$ cat config.mk
export PLATFORM = sky130hd
export DESIGN_NAME = fcd_host_ctrl
export DESIGN_NICKNAME = d
export VERILOG_FILES = /design/src/logic/fcd_pkg.sv /design/src/logic/fcd_bus_if.sv /design/src/logic/fcd_host_ctrl.sv /design/src/logic/fcd_bus_cycle.sv
export SDC_FILE = /design/constraint.sdc
export NUM_CORES = 1
export LEC_CHECK = 0
export BUFFER_PORTS_ARGS = -buffer_cell sky130_fd_sc_hd__buf_4
export CORE_MARGIN = 1.5
export CORE_UTILIZATION = 50
export CTS_BUF_LIST = sky130_fd_sc_hd__clkbuf_4
export DETAILED_ROUTE_END_ITERATION = 16
export GPL_ROUTABILITY_DRIVEN = 0
export PLACE_DENSITY = 0.72
export SETUP_SLACK_MARGIN = 0.15
export SLEW_MARGIN = 15
export SYNTH_ARGS = -nofsm -noshare
export SYNTH_HDL_FRONTEND = slang
export SYNTH_SLANG_ARGS = --single-unit
$ cat constraint.sdc
create_clock -name clk_sys -period 2.4 [get_ports clk_sys]
set_input_delay 0.48 -clock clk_sys [delete_from_list [all_inputs] [get_ports clk_sys]]
set_output_delay 0.48 -clock clk_sys [all_outputs]
set_load 0.01 [all_outputs]
$ cat src/logic/fcd_pkg.sv
// Constants and types of the host-side flash command controller
// Function
// - Erase suspend is one write of data B0, any address.
// - Resume is one write of data 30 at any address, only while suspended.
// - Unlock: AA at 555 then 55 at 2AA; byte mode AAA and 555.
// - Program: two unlocks, A0, then program address with program data.
// - Erase: unlock, 80, unlock, then 10 at unlock address or 30 at sector.
// - Autoselect: two unlocks, 90, then a read selected by address.
// - Bypass entered by unlocks plus 20; then A0 and address with data programs.
// - Bypass left by 90 then 00 at any addresses.
`default_nettype none
package fcd_pkg;
  // Bus cycle timing
  localparam int CLK_PERIOD_NS = 4;
  localparam int T_SETUP_NS    = 10;
  localparam int T_PULSE_NS    = 35;
  localparam int T_HOLD_NS     = 20;
  localparam int T_READ_NS     = 70;
  localparam int SYNC_STAGES   = 2;
  localparam int SETUP_CYC = (T_SETUP_NS + CLK_PERIOD_NS - 1) / CLK_PERIOD_NS;
  localparam int PULSE_CYC = (T_PULSE_NS + CLK_PERIOD_NS - 1) / CLK_PERIOD_NS;
  localparam int HOLD_CYC  = (T_HOLD_NS + CLK_PERIOD_NS - 1) / CLK_PERIOD_NS;
  localparam int READ_CYC  = (T_READ_NS + CLK_PERIOD_NS - 1) / CLK_PERIOD_NS
                             + SYNC_STAGES;
  // Command codes on the flash data bus
  localparam logic [15:0] CODE_RESET    = 16'h00f0;
  localparam logic [15:0] CODE_UNLOCK1  = 16'h00aa;
  localparam logic [15:0] CODE_UNLOCK2  = 16'h0055;
  localparam logic [15:0] CODE_PROGRAM  = 16'h00a0;
  localparam logic [15:0] CODE_BYPASS   = 16'h0020;
  localparam logic [15:0] CODE_AUTOSEL  = 16'h0090;
  localparam logic [15:0] CODE_BYP_EXIT = 16'h0000;
  localparam logic [15:0] CODE_ERASE    = 16'h0080;
  localparam logic [15:0] CODE_CHIP     = 16'h0010;
  localparam logic [15:0] CODE_SECTOR   = 16'h0030;
  localparam logic [15:0] CODE_SUSPEND  = 16'h00b0;
  localparam logic [15:0] CODE_RESUME   = 16'h0030;
  // Unlock addresses
  localparam logic [19:0] UNLOCK1_WORD = 20'h00555;
  localparam logic [19:0] UNLOCK2_WORD = 20'h002aa;
  localparam logic [19:0] UNLOCK1_BYTE = 20'h00aaa;
  localparam logic [19:0] UNLOCK2_BYTE = 20'h00555;
  // Register offsets and fields
  localparam logic [7:0] REG_CTRL   = 8'h00;
  localparam logic [7:0] REG_ADDR   = 8'h04;
  localparam logic [7:0] REG_DATA   = 8'h08;
  localparam logic [7:0] REG_STATUS = 8'h0c;
  localparam logic [7:0] REG_RDATA  = 8'h10;
  localparam int CTRL_BYTE_BIT = 8;
  localparam int ST_ERR_BIT    = 1;
  // Operations
  typedef enum logic [3:0] {
    OP_RESET      = 4'h0,
    OP_PROG       = 4'h1,
    OP_BYP_ENTER  = 4'h2,
    OP_BYP_PROG   = 4'h3,
    OP_BYP_EXIT   = 4'h4,
    OP_CHIP_ERASE = 4'h5,
    OP_SECT_ERASE = 4'h6,
    OP_SECT_ADD   = 4'h7,
    OP_SUSPEND    = 4'h8,
    OP_RESUME     = 4'h9,
    OP_AUTOSEL    = 4'ha,
    OP_READ       = 4'hb
  } fcd_op_e;
  typedef struct packed {
    logic [19:0] addr;
    logic [15:0] data;
    logic        isRead;
    logic        last;
  } fcd_step_s;
endpackage
`default_nettype wire

$ cat src/logic/fcd_bus_if.sv
// Request channel between the sequencer and the bus cycle engine
`default_nettype none
interface fcd_bus_if;
  logic        req;
  logic        isRead;
  logic [19:0] addr;
  logic [15:0] wdata;
  logic        done;
  logic [15:0] rdata;
  modport ctl (output req, isRead, addr, wdata, input done, rdata);
  modport eng (input req, isRead, addr, wdata, output done, rdata);
endinterface
`default_nettype wire

$ cat src/logic/fcd_host_ctrl.sv
// Host controller that issues flash command sequences from registers
//
// Decided for this implementation: strobed register access and the placing of the registers.
`default_nettype none
module fcd_host_ctrl (
  // Clock and reset
  input  wire logic        clk_sys,
  input  wire logic        reset_n,
  // Register port
  input  wire logic [7:0]  regAddr,
  input  wire logic [31:0] regWdata,
  input  wire logic        regWrite,
  input  wire logic        regRead,
  output logic [31:0]      regRdata,
  // Flash pins
  output wire logic [19:0] flashAddr,
  output wire logic [15:0] flashDqOut,
  output wire logic        flashDqOe,
  input  wire logic [15:0] flashDqIn,
  output wire logic        flashCeN,
  output wire logic        flashWeN,
  output wire logic        flashOeN,
  output logic             flashByteN,
  input  wire logic        readyBusyN
);
  typedef struct packed {
    fcd_pkg::fcd_op_e op;
    logic [2:0]       idx;
    logic [19:0]      addr;
    logic [15:0]      data;
    logic             byteMode;
    logic             busy;
    logic             req;
    logic             suspended;
    logic             bypass;
    logic             autosel;
    logic             err;
    logic [15:0]      rdData;
    logic [31:0]      rdOut;
    logic             ryb1;
    logic             ryb2;
  } fcd_ctrl_s;
  fcd_ctrl_s s_q, s_d;
  fcd_pkg::fcd_step_s cur;
  fcd_pkg::fcd_op_e   newOp;
  fcd_bus_if          bus ();

  function automatic fcd_pkg::fcd_step_s seqStep(fcd_pkg::fcd_op_e op,
      logic [2:0] idx, logic byteMode, logic [19:0] a, logic [15:0] d);
    fcd_pkg::fcd_step_s r;
    logic [19:0] u1;
    logic [19:0] u2;
    logic [15:0] third;
    logic        erase;
    u1 = byteMode ? fcd_pkg::UNLOCK1_BYTE : fcd_pkg::UNLOCK1_WORD;
    u2 = byteMode ? fcd_pkg::UNLOCK2_BYTE : fcd_pkg::UNLOCK2_WORD;
    erase = (op == fcd_pkg::OP_CHIP_ERASE) || (op == fcd_pkg::OP_SECT_ERASE);
    case (op)
      fcd_pkg::OP_PROG:      third = fcd_pkg::CODE_PROGRAM;
      fcd_pkg::OP_BYP_ENTER: third = fcd_pkg::CODE_BYPASS;
      fcd_pkg::OP_AUTOSEL:   third = fcd_pkg::CODE_AUTOSEL;
      default:               third = fcd_pkg::CODE_ERASE;
    endcase
    r = '{addr: 20'h00000, data: 16'h0000, isRead: 1'b0, last: 1'b1};
    case (op)
      fcd_pkg::OP_RESET:   r.data = fcd_pkg::CODE_RESET;
      fcd_pkg::OP_SUSPEND: r.data = fcd_pkg::CODE_SUSPEND;
      fcd_pkg::OP_RESUME:  r.data = fcd_pkg::CODE_RESUME;
      fcd_pkg::OP_SECT_ADD: begin
        r.addr = a;
        r.data = fcd_pkg::CODE_SECTOR;
      end
      fcd_pkg::OP_READ: begin
        r.addr   = a;
        r.isRead = 1'b1;
      end
      fcd_pkg::OP_BYP_PROG: begin
        if (idx == 3'h0) begin
          r.data = fcd_pkg::CODE_PROGRAM;
          r.last = 1'b0;
        end else begin
          r.addr = a;
          r.data = d;
        end
      end
      fcd_pkg::OP_BYP_EXIT: begin
        if (idx == 3'h0) begin
          r.data = fcd_pkg::CODE_AUTOSEL;
          r.last = 1'b0;
        end else begin
          r.data = fcd_pkg::CODE_BYP_EXIT;
        end
      end
      default: begin
        case (idx)
          3'h0: begin
            r.addr = u1;
            r.data = fcd_pkg::CODE_UNLOCK1;
            r.last = 1'b0;
          end
          3'h1: begin
            r.addr = u2;
            r.data = fcd_pkg::CODE_UNLOCK2;
            r.last = 1'b0;
          end
          3'h2: begin
            r.addr = u1;
            r.data = third;
            r.last = (op == fcd_pkg::OP_BYP_ENTER)
                  || (op == fcd_pkg::OP_AUTOSEL);
          end
          3'h3: begin
            if (erase) begin
              r.addr = u1;
              r.data = fcd_pkg::CODE_UNLOCK1;
              r.last = 1'b0;
            end else begin
              r.addr = a;
              r.data = d;
            end
          end
          3'h4: begin
            r.addr = u2;
            r.data = fcd_pkg::CODE_UNLOCK2;
            r.last = 1'b0;
          end
          default: begin
            // Chip erase at the unlock address, sector erase at its sector
            r.addr = (op == fcd_pkg::OP_CHIP_ERASE) ? u1 : a;
            r.data = (op == fcd_pkg::OP_CHIP_ERASE) ? fcd_pkg::CODE_CHIP
                                                    : fcd_pkg::CODE_SECTOR;
          end
        endcase
      end
    endcase
    return r;
  endfunction

  // Keeps the device out of sequences it would only ignore or abort on
  function automatic logic opLegal(fcd_pkg::fcd_op_e op, logic susp,
      logic byp, logic asel);
    logic ok;
    ok = 1'b1;
    if (op > fcd_pkg::OP_READ) begin
      ok = 1'b0;
    end else if (byp) begin
      ok = op inside {fcd_pkg::OP_BYP_PROG, fcd_pkg::OP_BYP_EXIT,
                      fcd_pkg::OP_READ};
    end else if (asel) begin
      ok = op inside {fcd_pkg::OP_RESET, fcd_pkg::OP_READ};
    end else if (susp) begin
      ok = op inside {fcd_pkg::OP_PROG, fcd_pkg::OP_AUTOSEL,
                      fcd_pkg::OP_RESET, fcd_pkg::OP_RESUME,
                      fcd_pkg::OP_READ};
    end else begin
      ok = !(op inside {fcd_pkg::OP_BYP_PROG, fcd_pkg::OP_BYP_EXIT,
                        fcd_pkg::OP_RESUME});
    end
    return ok;
  endfunction

  assign cur        = seqStep(s_q.op, s_q.idx, s_q.byteMode, s_q.addr,
                              s_q.data);
  assign newOp      = fcd_pkg::fcd_op_e'(regWdata[3:0]);
  assign bus.req    = s_q.req;
  assign bus.isRead = cur.isRead;
  assign bus.addr   = cur.addr;
  assign bus.wdata  = cur.data;

  always_comb begin
    s_d       = s_q;
    s_d.req   = 1'b0;
    s_d.rdOut = 32'h00000000;
    s_d.ryb1  = readyBusyN;
    s_d.ryb2  = s_q.ryb1;
    if (regRead) begin
      case (regAddr)
        fcd_pkg::REG_CTRL:   s_d.rdOut = {23'h000000, s_q.byteMode,
                                          4'h0, s_q.op};
        fcd_pkg::REG_ADDR:   s_d.rdOut = {12'h000, s_q.addr};
        fcd_pkg::REG_DATA:   s_d.rdOut = {16'h0000, s_q.data};
        fcd_pkg::REG_STATUS: s_d.rdOut = {26'h0000000, s_q.ryb2,
                                          s_q.autosel, s_q.bypass,
                                          s_q.suspended, s_q.err, s_q.busy};
        fcd_pkg::REG_RDATA:  s_d.rdOut = {16'h0000, s_q.rdData};
        default:             s_d.rdOut = 32'h00000000;
      endcase
    end
    // Clear first so that a refusal in the same cycle still sets it
    if (regWrite && regAddr == fcd_pkg::REG_STATUS
        && regWdata[fcd_pkg::ST_ERR_BIT]) begin
      s_d.err = 1'b0;
    end
    if (regWrite && regAddr != fcd_pkg::REG_STATUS) begin
      if (s_q.busy) begin
        s_d.err = 1'b1;
      end else if (regAddr == fcd_pkg::REG_ADDR) begin
        s_d.addr = regWdata[19:0];
      end else if (regAddr == fcd_pkg::REG_DATA) begin
        s_d.data = regWdata[15:0];
      end else if (regAddr == fcd_pkg::REG_CTRL) begin
        if (opLegal(newOp, s_q.suspended, s_q.bypass, s_q.autosel)) begin
          s_d.op       = newOp;
          s_d.byteMode = regWdata[fcd_pkg::CTRL_BYTE_BIT];
          s_d.idx      = 3'h0;
          s_d.busy     = 1'b1;
          s_d.req      = 1'b1;
        end else begin
          s_d.err = 1'b1;
        end
      end
    end
    if (s_q.busy && bus.done) begin
      if (cur.last) begin
        s_d.busy = 1'b0;
        case (s_q.op)
          fcd_pkg::OP_SUSPEND:   s_d.suspended = 1'b1;
          fcd_pkg::OP_RESUME:    s_d.suspended = 1'b0;
          fcd_pkg::OP_BYP_ENTER: s_d.bypass = 1'b1;
          fcd_pkg::OP_BYP_EXIT:  s_d.bypass = 1'b0;
          fcd_pkg::OP_AUTOSEL:   s_d.autosel = 1'b1;
          fcd_pkg::OP_RESET:     s_d.autosel = 1'b0;
          fcd_pkg::OP_READ:      s_d.rdData = bus.rdata;
          default:               s_d.busy = 1'b0;
        endcase
      end else begin
        s_d.idx = s_q.idx + 3'h1;
        s_d.req = 1'b1;
      end
    end
  end

  always_ff @(posedge clk_sys) begin
    if (!reset_n) begin
      s_q <= '0;
    end else begin
      s_q <= s_d;
    end
  end

  assign regRdata   = s_q.rdOut;
  assign flashByteN = !s_q.byteMode;

  fcd_bus_cycle u_cycle (
    .clk_sys    (clk_sys),
    .reset_n    (reset_n),
    .bus        (bus.eng),
    .flashAddr  (flashAddr),
    .flashDqOut (flashDqOut),
    .flashDqOe  (flashDqOe),
    .flashDqIn  (flashDqIn),
    .flashCeN   (flashCeN),
    .flashWeN   (flashWeN),
    .flashOeN   (flashOeN)
  );
endmodule
`default_nettype wire

$ cat src/logic/fcd_bus_cycle.sv
// One flash bus cycle, write or read, on the parallel pins
`default_nettype none
module fcd_bus_cycle (
  // Clock and reset
  input  wire logic        clk_sys,
  input  wire logic        reset_n,
  // Requests
  fcd_bus_if.eng           bus,
  // Flash pins
  output logic [19:0]      flashAddr,
  output logic [15:0]      flashDqOut,
  output logic             flashDqOe,
  input  wire logic [15:0] flashDqIn,
  output logic             flashCeN,
  output logic             flashWeN,
  output logic             flashOeN
);
  typedef enum logic [1:0] {
    CY_IDLE  = 2'b00,
    CY_SETUP = 2'b01,
    CY_PULSE = 2'b11,
    CY_HOLD  = 2'b10
  } fcd_cyc_e;
  typedef struct packed {
    fcd_cyc_e    st;
    logic [5:0]  cnt;
    logic        isRead;
    logic [19:0] addr;
    logic [15:0] wdata;
    logic        ceN;
    logic        weN;
    logic        oeN;
    logic        dqOe;
    logic        done;
    logic [15:0] rdata;
    logic [15:0] dqSync1;
    logic [15:0] dqSync2;
  } fcd_cyc_s;
  localparam fcd_cyc_s CYC_RESET = '{st: CY_IDLE, cnt: 6'h00, isRead: 1'b0,
    addr: 20'h00000, wdata: 16'h0000, ceN: 1'b1, weN: 1'b1, oeN: 1'b1,
    dqOe: 1'b0, done: 1'b0, rdata: 16'h0000, dqSync1: 16'h0000,
    dqSync2: 16'h0000};
  fcd_cyc_s s_q, s_d;

  always_comb begin
    s_d         = s_q;
    s_d.done    = 1'b0;
    s_d.dqSync1 = flashDqIn;
    s_d.dqSync2 = s_q.dqSync1;
    case (s_q.st)
      CY_IDLE: begin
        if (bus.req) begin
          s_d.st     = CY_SETUP;
          s_d.addr   = bus.addr;
          s_d.wdata  = bus.wdata;
          s_d.isRead = bus.isRead;
          s_d.ceN    = 1'b0;
          s_d.dqOe   = !bus.isRead;
          s_d.cnt    = 6'(fcd_pkg::SETUP_CYC);
        end
      end
      CY_SETUP: begin
        // Address settles before the strobe falls
        if (s_q.cnt <= 6'h01) begin
          s_d.st = CY_PULSE;
          if (s_q.isRead) begin
            s_d.oeN = 1'b0;
            s_d.cnt = 6'(fcd_pkg::READ_CYC);
          end else begin
            s_d.weN = 1'b0;
            s_d.cnt = 6'(fcd_pkg::PULSE_CYC);
          end
        end else begin
          s_d.cnt = s_q.cnt - 6'h01;
        end
      end
      CY_PULSE: begin
        if (s_q.cnt <= 6'h01) begin
          s_d.st  = CY_HOLD;
          s_d.weN = 1'b1;
          s_d.oeN = 1'b1;
          s_d.cnt = 6'(fcd_pkg::HOLD_CYC);
          // Read time already covers the two sampling stages
          if (s_q.isRead) begin
            s_d.rdata = s_q.dqSync2;
          end
        end else begin
          s_d.cnt = s_q.cnt - 6'h01;
        end
      end
      CY_HOLD: begin
        // Data still driven after the strobe rises
        if (s_q.cnt <= 6'h01) begin
          s_d.st   = CY_IDLE;
          s_d.ceN  = 1'b1;
          s_d.dqOe = 1'b0;
          s_d.done = 1'b1;
        end else begin
          s_d.cnt = s_q.cnt - 6'h01;
        end
      end
      default: s_d = CYC_RESET;
    endcase
  end

  always_ff @(posedge clk_sys) begin
    if (!reset_n) begin
      s_q <= CYC_RESET;
    end else begin
      s_q <= s_d;
    end
  end

  assign bus.done   = s_q.done;
  assign bus.rdata  = s_q.rdata;
  assign flashAddr  = s_q.addr;
  assign flashDqOut = s_q.wdata;
  assign flashDqOe  = s_q.dqOe;
  assign flashCeN   = s_q.ceN;
  assign flashWeN   = s_q.weN;
  assign flashOeN   = s_q.oeN;
endmodule
`default_nettype wire

==> impl_metrics.ini, run 1 <==
[timing]
setup_viol = 0
relSlewSlack_pct = 36.87
period_needed_ps = 2244
timing.final.max_slew_violations = 0
rsz0062_at_grt = true
fin_skew_ps = 21.23
worstMarginPinSlew_ps = 935.0
final.setup.tns_ps = 0
max_freq_mhz = 445.7
period_share_pct = 93.48
finalHoldViolCount = 0

[cells_and_area]
fill_cells = 1456
ff_latch_area_sq_mm = 0.003727
finalNetCount = 1135
area_delta_synth_final_pct = 14.99
drive_gt1_share_pct = 23.43
multi_input_area_sq_mm = 0.003946
design_area_sq_mm = 0.009702

[clock_network]
cts_root_buf = clkbuf_4
max-clock-path-buffers = 2
h-tree-depth = 4
cts-hold-fix-buffers = 0
numCtsBuffers = 17
cts.clk_slew.worst_paths_ps = 170
clock_latency_ps = 590
tritoncts = built
cts_sinks = 186

[routing]
vias = 7220
drtPass1Iterations = 5
ant_nets = 0
drc = 0
routed_via_density = 5.550
wl_mm = 21.23
drt_iter0_markers = 628
routedWlPerCell_um = 16.32

[die]
num_io_pins = 134
initial_core_util_pct = 51.06
fp.dieH_um = 132.9
die_x_um = 132.9
num_rows = 47
coreArea_sq_mm = 0.01652
die_area_sq_mm = 0.01766

[placement]
placed_area_sq_mm = 0.009301
place_hpwl_mm = 15.44
port_buffers = 109

[synth]
yosysSeqAreaShare_pct = 44.13
netlist_instances = 993
ys_top_cells_by_count = 186 x dfxtp_1, 136 x nand2_1, 111 x a21oi_1
synth.most_common_cell = dfxtp_1
synth-main-ff-cell = dfxtp_1
ys_types = 72
syn_area_per_cell_sq_um = 8.496
synth_top_area_share_pct = 44.13
synth_edf_count = 0
ys_ff_latch = 186
synth_area_leaders = dfxtp_1 44%, a21oi_1 6.6%, buf_4 6.1%
yosysTopAreaCell = dfxtp_1
syn-cell-area_sq_mm = 0.008437
async_flop_share_pct = 0
synth_warnings = 0

[critical_path]
crit_path_end_kind = register
cpPeakStageDelay_ps = 750
setup.worst_path.start_class = register
cp.arrival_ps = 2710
cp_cell_sequence = or4b_2, a21oi_1, o22ai_1, a222oi_1, a21oi_1
path_max_fanout = 10
path_class = register to register
crit_slowest_cell = or4b_2
cp_data_required_time_ps = 2870
crit_top_cell = a21oi_1

[grt]
grt_pass1_wl_mm = 33.69
grt_usage_pct = 24.04
grt_pass1_vias = 6521
grt_max_degree = 38
antenna_found_initial = 1
overflow = 0

[pwr]
p_leak_uw = 0.003797
seqPwrFrac_pct = 61.4
p_sw_share_pct = 26.91
power.density_mw_per_mm2 = 524.6
pwr-share-clk_pct = 34.4
combPwrFrac_pct = 4.2
p_int_uw = 3720
vdd_ir_drop_max_mv = 0.3584
power_switching_uw = 1369

[status]
status = complete, no violations

[hold_path]
min_path_type = input pin to register

[run]
cap_violations = 0
cells in the final DEF (no fill, tap or decap), drive strengths merged, types with 4 or more instances in the layout:
master / n
nand2: 136
nor4: 4
a22oi: 4
mux2i: 21
buf: 180
clkbuf: 18
nor2: 60
a21boi: 6
inv: 21
and2: 45
o21ai: 47
a221o: 8
nand4: 5
a222oi: 14
ha: 7
o21a: 8
clkinv: 8
o31ai: 4
nand3: 29
dfxtp: 186
a21oi: 111
and3: 4
nand2b: 7
o211ai: 16
nor3: 14
o221ai: 4
a31oi: 5
mux2: 6
nor2b: 10
o22ai: 5
conb: 12
nor3b: 5
a22o: 16
routing by layer:
| layer | routed length [um] | share of wire [%] | global-route usage (%) | vias up |
|---|---|---|---|---|
| met5 | 0 | 0 | 0 | - |
| met4 | 670 | 3.2 | 10.38 | 0 |
| met3 | 1663 | 7.8 | 4.406 | 45 |
| met2 | 9460 | 45 | 37.33 | 296 |
| met1 | 9434 | 44 | 32.79 | 3319 |
| li1 | - | - | - | 3560 |
through the flow:
stage | total power, uW | setup WS, ps | hold WS [ps] | std cells | utilization, %
after detailed placement | 3403 | 145.8 | 417.7 | 1265 | 56.29
after global routing | 5284 | 90.17 | 21.35 | 1301 | 58.71
after floorplan | 3308 | 176.2 | 411.9 | 1004 | -
after CTS | 5130 | 171.8 | 46.98 | 1297 | 58.25
final | 5089 | 156.5 | 78.27 | 1301 | 58.71
after global placement | 3402 | 166.6 | 416.0 | 1265 | 56.29
logic make-up after synthesis:
| kind of cell | count (synthesis) | share of synthesized area [%] |
|---|---|---|
| adder cells (fa/ha/maj) | 7 | 1.038 |
| multiplexers | 27 | 3.292 |
| other | 1 | 0.04445 |
| flip-flops | 186 | 44.13 |
| buffers and inverters | 152 | 10.26 |
| AND/OR/NAND/NOR | 340 | 19.64 |
| XOR/XNOR | 3 | 0.3115 |
| AO/OA/AOI/OAI | 277 | 21.28 |
registers in the layout, summed over array words and instances, names as in the netlist:
signal,count
s_q,66
u_cycle.s_q,25
regRdata,20
u_cycle.flashAddr,20
u_cycle.bus.rdata,16
u_cycle.flashDqOut,16
u_cycle.s_d,16
bus.req,1
s_d,1
u_cycle.bus.done,1
u_cycle.flashCeN,1
u_cycle.flashDqOe,1
u_cycle.flashOeN,1
u_cycle.flashWeN,1
critical path: cells and delay by family (launching register included):
| family | cells | cell delay, ps |
|---|---|---|
| AO/OA/AOI/OAI | 4 | 930 |
| flip-flops | 1 | 440 |
| AND/OR/NAND/NOR | 1 | 750 |
power groups by stage:
| stage | clock network (uW) | logic [uW] | registers [uW] |
|---|---|---|---|
| floorplan | 0 | 120 | 3190 |
| global placement | 0 | 212 | 3190 |
| detailed placement | 0 | 213 | 3190 |
| CTS | 1790 | 213 | 3130 |
| global route | 1920 | 234 | 3130 |
| finish | 1750 | 215 | 3120 |
final cells by class:
type                       count  area share (%)
clock buffer                  18           1.393
sequential                   186           38.42
clock inverter                14           1.818
tap                          220           2.837
inverter                      16          0.6448
antenna                        1         0.02579
timing repair buffer         180           14.19
multi-input combinational    666           40.68
final timing paths:
check                             start                                  to  slack (ps)  cells past startpoint
max                s_q[96]$_SDFFE_PN0P_  u_cycle.flashDqOut[7]$_SDFFE_PN0P_         160                      5
max reg2reg        s_q[96]$_SDFFE_PN0P_  u_cycle.flashDqOut[7]$_SDFFE_PN0P_         160                      5
min                        flashDqIn[9]           u_cycle.s_d[9]$_SDFF_PN0_          80                      2
min reg2reg  u_cycle.s_d[11]$_SDFF_PN0_          u_cycle.s_q[11]$_SDFF_PN0_         440                      1
what timing repair did:
item	in CTS	in global routing
pin swaps	1	3
resized for setup	3	18
buffers inserted	0	3
endpoints found under the setup margin	3	39
Power figures use the tool's default switching activity.
==> inputs of run 2 (changes only) <==
- CORE_UTILIZATION: 50 -> 32
- PLACE_DENSITY: 0.72 -> not set
==> impl_metrics.ini, run 2 (synthesis results as in run 1) <==
[status]
status = complete, no violations

[routing]
routed_via_density = 5.134
drt_iter0_markers = 699
routedWlPerCell_um = 16.53
drtPass1Iterations = 6
wl_mm = 23.25
drc = 0
vias = 7223
ant_nets = 0

[cells_and_area]
regMostFlops = s_q
finalNetCount = 1127
layout.cells.most_common = dfxtp_1
drive_gt1_share_pct = 22.85
layout_common_cells = 180 x dfxtp_1, 169 x buf_4, 136 x nand2_1
reg.largest.list = s_q: 66 flops, u_cycle.s_q: 25 flops
design_area_sq_mm = 0.009752
n_antenna_cell = 0
largest_reg_flops = 66
final_util_pct = 37.53
area_delta_synth_final_pct = 15.59

[timing]
final.setup.tns_ps = 0
setup_viol = 0
period_needed_ps = 2205
max_freq_mhz = 453.6
relSlewSlack_pct = 55.45
timing.final.max_slew_violations = 0
worstMarginPinSlew_ps = 657.8
worst_hold_slack_ps = 114.8
fin_skew_ps = 30.70
rsz0062_at_grt = true
finalHoldViolCount = 0
period_share_pct = 91.86

[die]
num_io_pins = 134
num_rows = 59
coreArea_sq_mm = 0.02598
initial_core_util_pct = 32.47
fp.dieH_um = 165.4
die_area_sq_mm = 0.02735
die_x_um = 165.4

[hold_path]
hold_end = u_cycle.s_d[2]$_SDFF_PN0_
hold_start = flashDqIn[2]
whs_path_depth = 2
min_path_type = input pin to register

[grt]
grt_pass1_vias = 6404
grt_pass1_wl_mm = 35.66
overflow = 0
gr-usage-met1_pct = 24.07
gr-usage-met2_pct = 25.14
gr-max-usage-layer = met2
antenna_found_initial = 0
grt_max_degree = 50
use_met3_pct = 4.196
grt_usage_pct = 17.00

[run]
cap_violations = 0

[pwr]
vdd_ir_drop_max_mv = 0.3011
p_leak_uw = 0.003738
power.density_mw_per_mm2 = 511.2

[clock_network]
cts-hold-fix-buffers = 0
max-clock-path-buffers = 2
tritoncts = built
h-tree-depth = 4
cts_root_buf = clkbuf_4
cts_sinks = 186
cts.clk_slew.worst_paths_ps = 150
clock_latency_ps = 570
numCtsBuffers = 17

[critical_path]
crit_path_end_kind = register
path_max_fanout = 6
r2r_end = u_cycle.flashDqOut[7]$_SDFFE_PN0P_
crit-reg2reg-launch = s_q[93]$_SDFF_PN0_
worst-r2r-cell-count = 10
setup.worst_path.start_class = register
cp.arrival_ps = 2660
cp_data_required_time_ps = 2860
path_class = register to register
rrSetupSlack_ps = 200

[placement]
place_hpwl_mm = 17.12
placed_area_sq_mm = 0.009413
port_buffers = 109
-- run 2: how the worst max path moves through the flow --
stage | start | to | cells past startpoint
2_1_floorplan | s_q[93]$_SDFF_PN0_ | u_cycle.flashDqOut[15]$_SDFFE_PN0P_ | 9
6_report | s_q[93]$_SDFF_PN0_ | u_cycle.flashDqOut[7]$_SDFFE_PN0P_ | 10
4_1_cts | s_q[96]$_SDFFE_PN0P_ | u_cycle.flashDqOut[7]$_SDFFE_PN0P_ | 6
5_1_grt | s_q[52]$_SDFFE_PN0P_ | s_q[93]$_SDFF_PN0_ | 5
3_3_place_gp | s_q[93]$_SDFF_PN0_ | u_cycle.flashDqOut[7]$_SDFFE_PN0P_ | 8
3_5_place_dp | s_q[95]$_SDFF_PN0_ | u_cycle.flashDqOut[7]$_SDFFE_PN0P_ | 9
-- run 2: final cells by class --
type	instances	area [sq um]
fill	2727	16230
multi-input combinational	666	3948
sequential	186	3736
timing repair buffer	172	1329
tap	335	419.2
clock buffer	19	142.6
clock inverter	13	117.6
inverter	16	60.06
-- run 2: repair_timing --
| item | 4_1_cts | 5_1_grt |
|---|---|---|
| resized for setup | 7 | 20 |
| pin swaps | 1 | 1 |
| setup endpoints to repair | 5 | 39 |
| buffers inserted | 0 | 1 |
-- run 2: stage by stage --
stage | total power (uW) | worst slack, ps | std cells
2_1_floorplan | 3308 | 176.2 | 1004
3_3_place_gp | 3411 | 20.10 | 1374
3_5_place_dp | 3412 | 46.92 | 1374
4_1_cts | 5054 | 108.5 | 1406
5_1_grt | 5202 | 146.1 | 1407
6_report | 4985 | 195.5 | 1407
-- run 2: critical path, cell delays in order, from the launching register on --
cell      delay, ps
dfxtp_2         370
buf_4           140
ha_1            190
ha_2            180
inv_2           110
buf_4           140
o21a_4          160
nor2_1           60
a222oi_1        530
buf_4           200
a21oi_1          50
-- run 2: where the power goes --
| group | switching (uW) | internal, uW | total [uW] |
|---|---|---|---|
| logic | 127 | 93.5 | 221 |
| clock network | 1100 | 543 | 1640 |
| registers | 8.30 | 3110 | 3120 |
| total | 1230 | 3750 | 4980 |
-- run 2: routing by layer --
metal,up-vias,wire length (um)
li1,3556,-
met3,24,1697
met1,3378,11100
met4,0,448
met5,-,0
met2,265,10000
==> inputs of run 3 (changes only) <==
- CTS_BUF_LIST: sky130_fd_sc_hd__clkbuf_4 -> not set
==> impl_metrics.ini, run 3 (synthesis results as in run 1) <==
[timing]
timing.final.max_slew_violations = 0
period_share_pct = 90.83
fin_skew_ps = 11.34
rsz0062_at_grt = false
finalHoldViolCount = 0
fin_ws_ps = 220.2
final.setup.tns_ps = 0
worstMarginPinSlew_ps = 932.3
relSlewSlack_pct = 37.06
setup_viol = 0
period_needed_ps = 2180
max_freq_mhz = 458.8

[cells_and_area]
layout_common_cells = 180 x dfxtp_1, 168 x buf_4, 136 x nand2_1
reg.largest.list = s_q: 66 flops, u_cycle.s_q: 25 flops
regMostFlops = s_q
ff_latch_area_sq_mm = 0.003731
n_antenna_cell = 0
layout.cells.most_common = dfxtp_1
design_area_sq_mm = 0.01005
area_delta_synth_final_pct = 19.13
multi_input_area_sq_mm = 0.003946
finalNetCount = 1126
fill_cells = 2690
largest_reg_flops = 66
drive_gt1_share_pct = 22.69
fin_cells = 1406

[placement]
dp_cells = 1374
place_hpwl_mm = 17.12
port_buffers = 109
place_ws_ps = 46.92
placed_area_sq_mm = 0.009413

[grt]
grt_pass1_wl_mm = 35.89
grt_max_degree = 50
overflow = 0
antenna_found_initial = 0
grt_pass1_vias = 6437
grt_usage_pct = 17.09

[pwr]
pwr-share-clk_pct = 45.1
power.density_mw_per_mm2 = 605.8
vdd_ir_drop_max_mv = 0.4200
p_total_uw = 6089
combPwrFrac_pct = 3.6
p_leak_uw = 0.003870
seqPwrFrac_pct = 51.2
power_switching_uw = 1383
p_sw_share_pct = 22.71
p_int_uw = 4706

[clock_network]
numCtsBuffers = 17
clock_latency_ps = 430
cts_sinks = 186
cts.clk_slew.worst_paths_ps = 70
cts_root_buf = clkbuf_16
postCtsSetupRepairBufs = 0
h-tree-depth = 4
max-clock-path-buffers = 2
tritoncts = built

[routing]
drc = 0
wl_met2_mm = 10.10
wl_mm = 23.45
highest-signal-layer = met4
drt_iter0_markers = 719
routedWlPerCell_um = 16.68
routed_via_density = 5.173
routed-wl-met3_mm = 1.621
ant_nets = 0
drt-met1-wl_mm = 11.24
drtPass1Iterations = 6
vias = 7273

[die]
die_x_um = 165.4
coreArea_sq_mm = 0.02598
num_io_pins = 134
die_area_sq_mm = 0.02735
initial_core_util_pct = 32.47
num_rows = 59
fp.dieH_um = 165.4

[hold_path]
min_path_type = input pin to register

[critical_path]
cp_data_required_time_ps = 2710
path_class = register to register
crit_path_end_kind = register
path_max_fanout = 6
cp.arrival_ps = 2490
setup.worst_path.start_class = register

[run]
cap_violations = 0

[status]
status = complete, no violations
-- run 3: cell types whose count changed in the layout (fill, tap and decap cells not counted), sizes merged --
cell,previous run,this run
clkbuf,19,21
clkinv,6,4
buf,172,171
-- run 3: repair_timing --
item	CTS	global route
resized for setup	5	19
pin swaps	1	1
cloned	0	0
setup endpoints to repair	3	39
hold buffers	0	0
-- run 3: through the flow --
| step | util, % | hold slack [ps] |
|---|---|---|
| global placement | 36.22 | 422.1 |
| floorplan | - | 411.9 |
| finish | 38.68 | 254.9 |
| global route | 38.68 | 243.6 |
| detailed placement | 36.22 | 419.3 |
| CTS | 38.50 | 238.3 |
-- run 3: routing by layer --
layer | global-route usage, % | up-vias
met5 | 0 | -
met1 | 24.73 | 3404
li1 | - | 3554
met4 | 5.357 | 0
met3 | 3.397 | 28
met2 | 25.31 | 287
-- run 3: worst max-delay path, stage by stage (launching register included) --
cell and delay, ps:
dfxtp_2 340, buf_4 140, ha_1 190, ha_2 190, inv_4 90, buf_4 130, o21a_4 160, nor2_1 60
a222oi_1 510, buf_4 190, a21oi_1 50
-- run 3: power by group through the flow --
stage	Combinational (uW)	Sequential, uW	Clock, uW
final	221	3120	2750
after global routing	240	3120	2940
after CTS	220	3120	2800
after detailed placement	220	3190	0
after global placement	219	3190	0
after floorplan	120	3190	0
-- run 3: path summary, 6_finish.rpt --
path	from	to	slack, ps	cells past startpoint
max	s_q[93]$_SDFF_PN0_	u_cycle.flashDqOut[7]$_SDFFE_PN0P_	220	10
min	flashDqIn[2]	u_cycle.s_d[2]$_SDFF_PN0_	250	2
max reg2reg	s_q[93]$_SDFF_PN0_	u_cycle.flashDqOut[7]$_SDFFE_PN0P_	220	10
min reg2reg	u_cycle.s_d[10]$_SDFF_PN0_	u_cycle.s_q[10]$_SDFF_PN0_	430	1
-- run 3: cell type report --
class	instances	area share, %
timing repair buffer	171	13.15
multi-input combinational	666	39.26
inverter	16	0.6224
clock inverter	11	1.095
tap	335	4.170
clock buffer	21	4.581
sequential	186	37.12
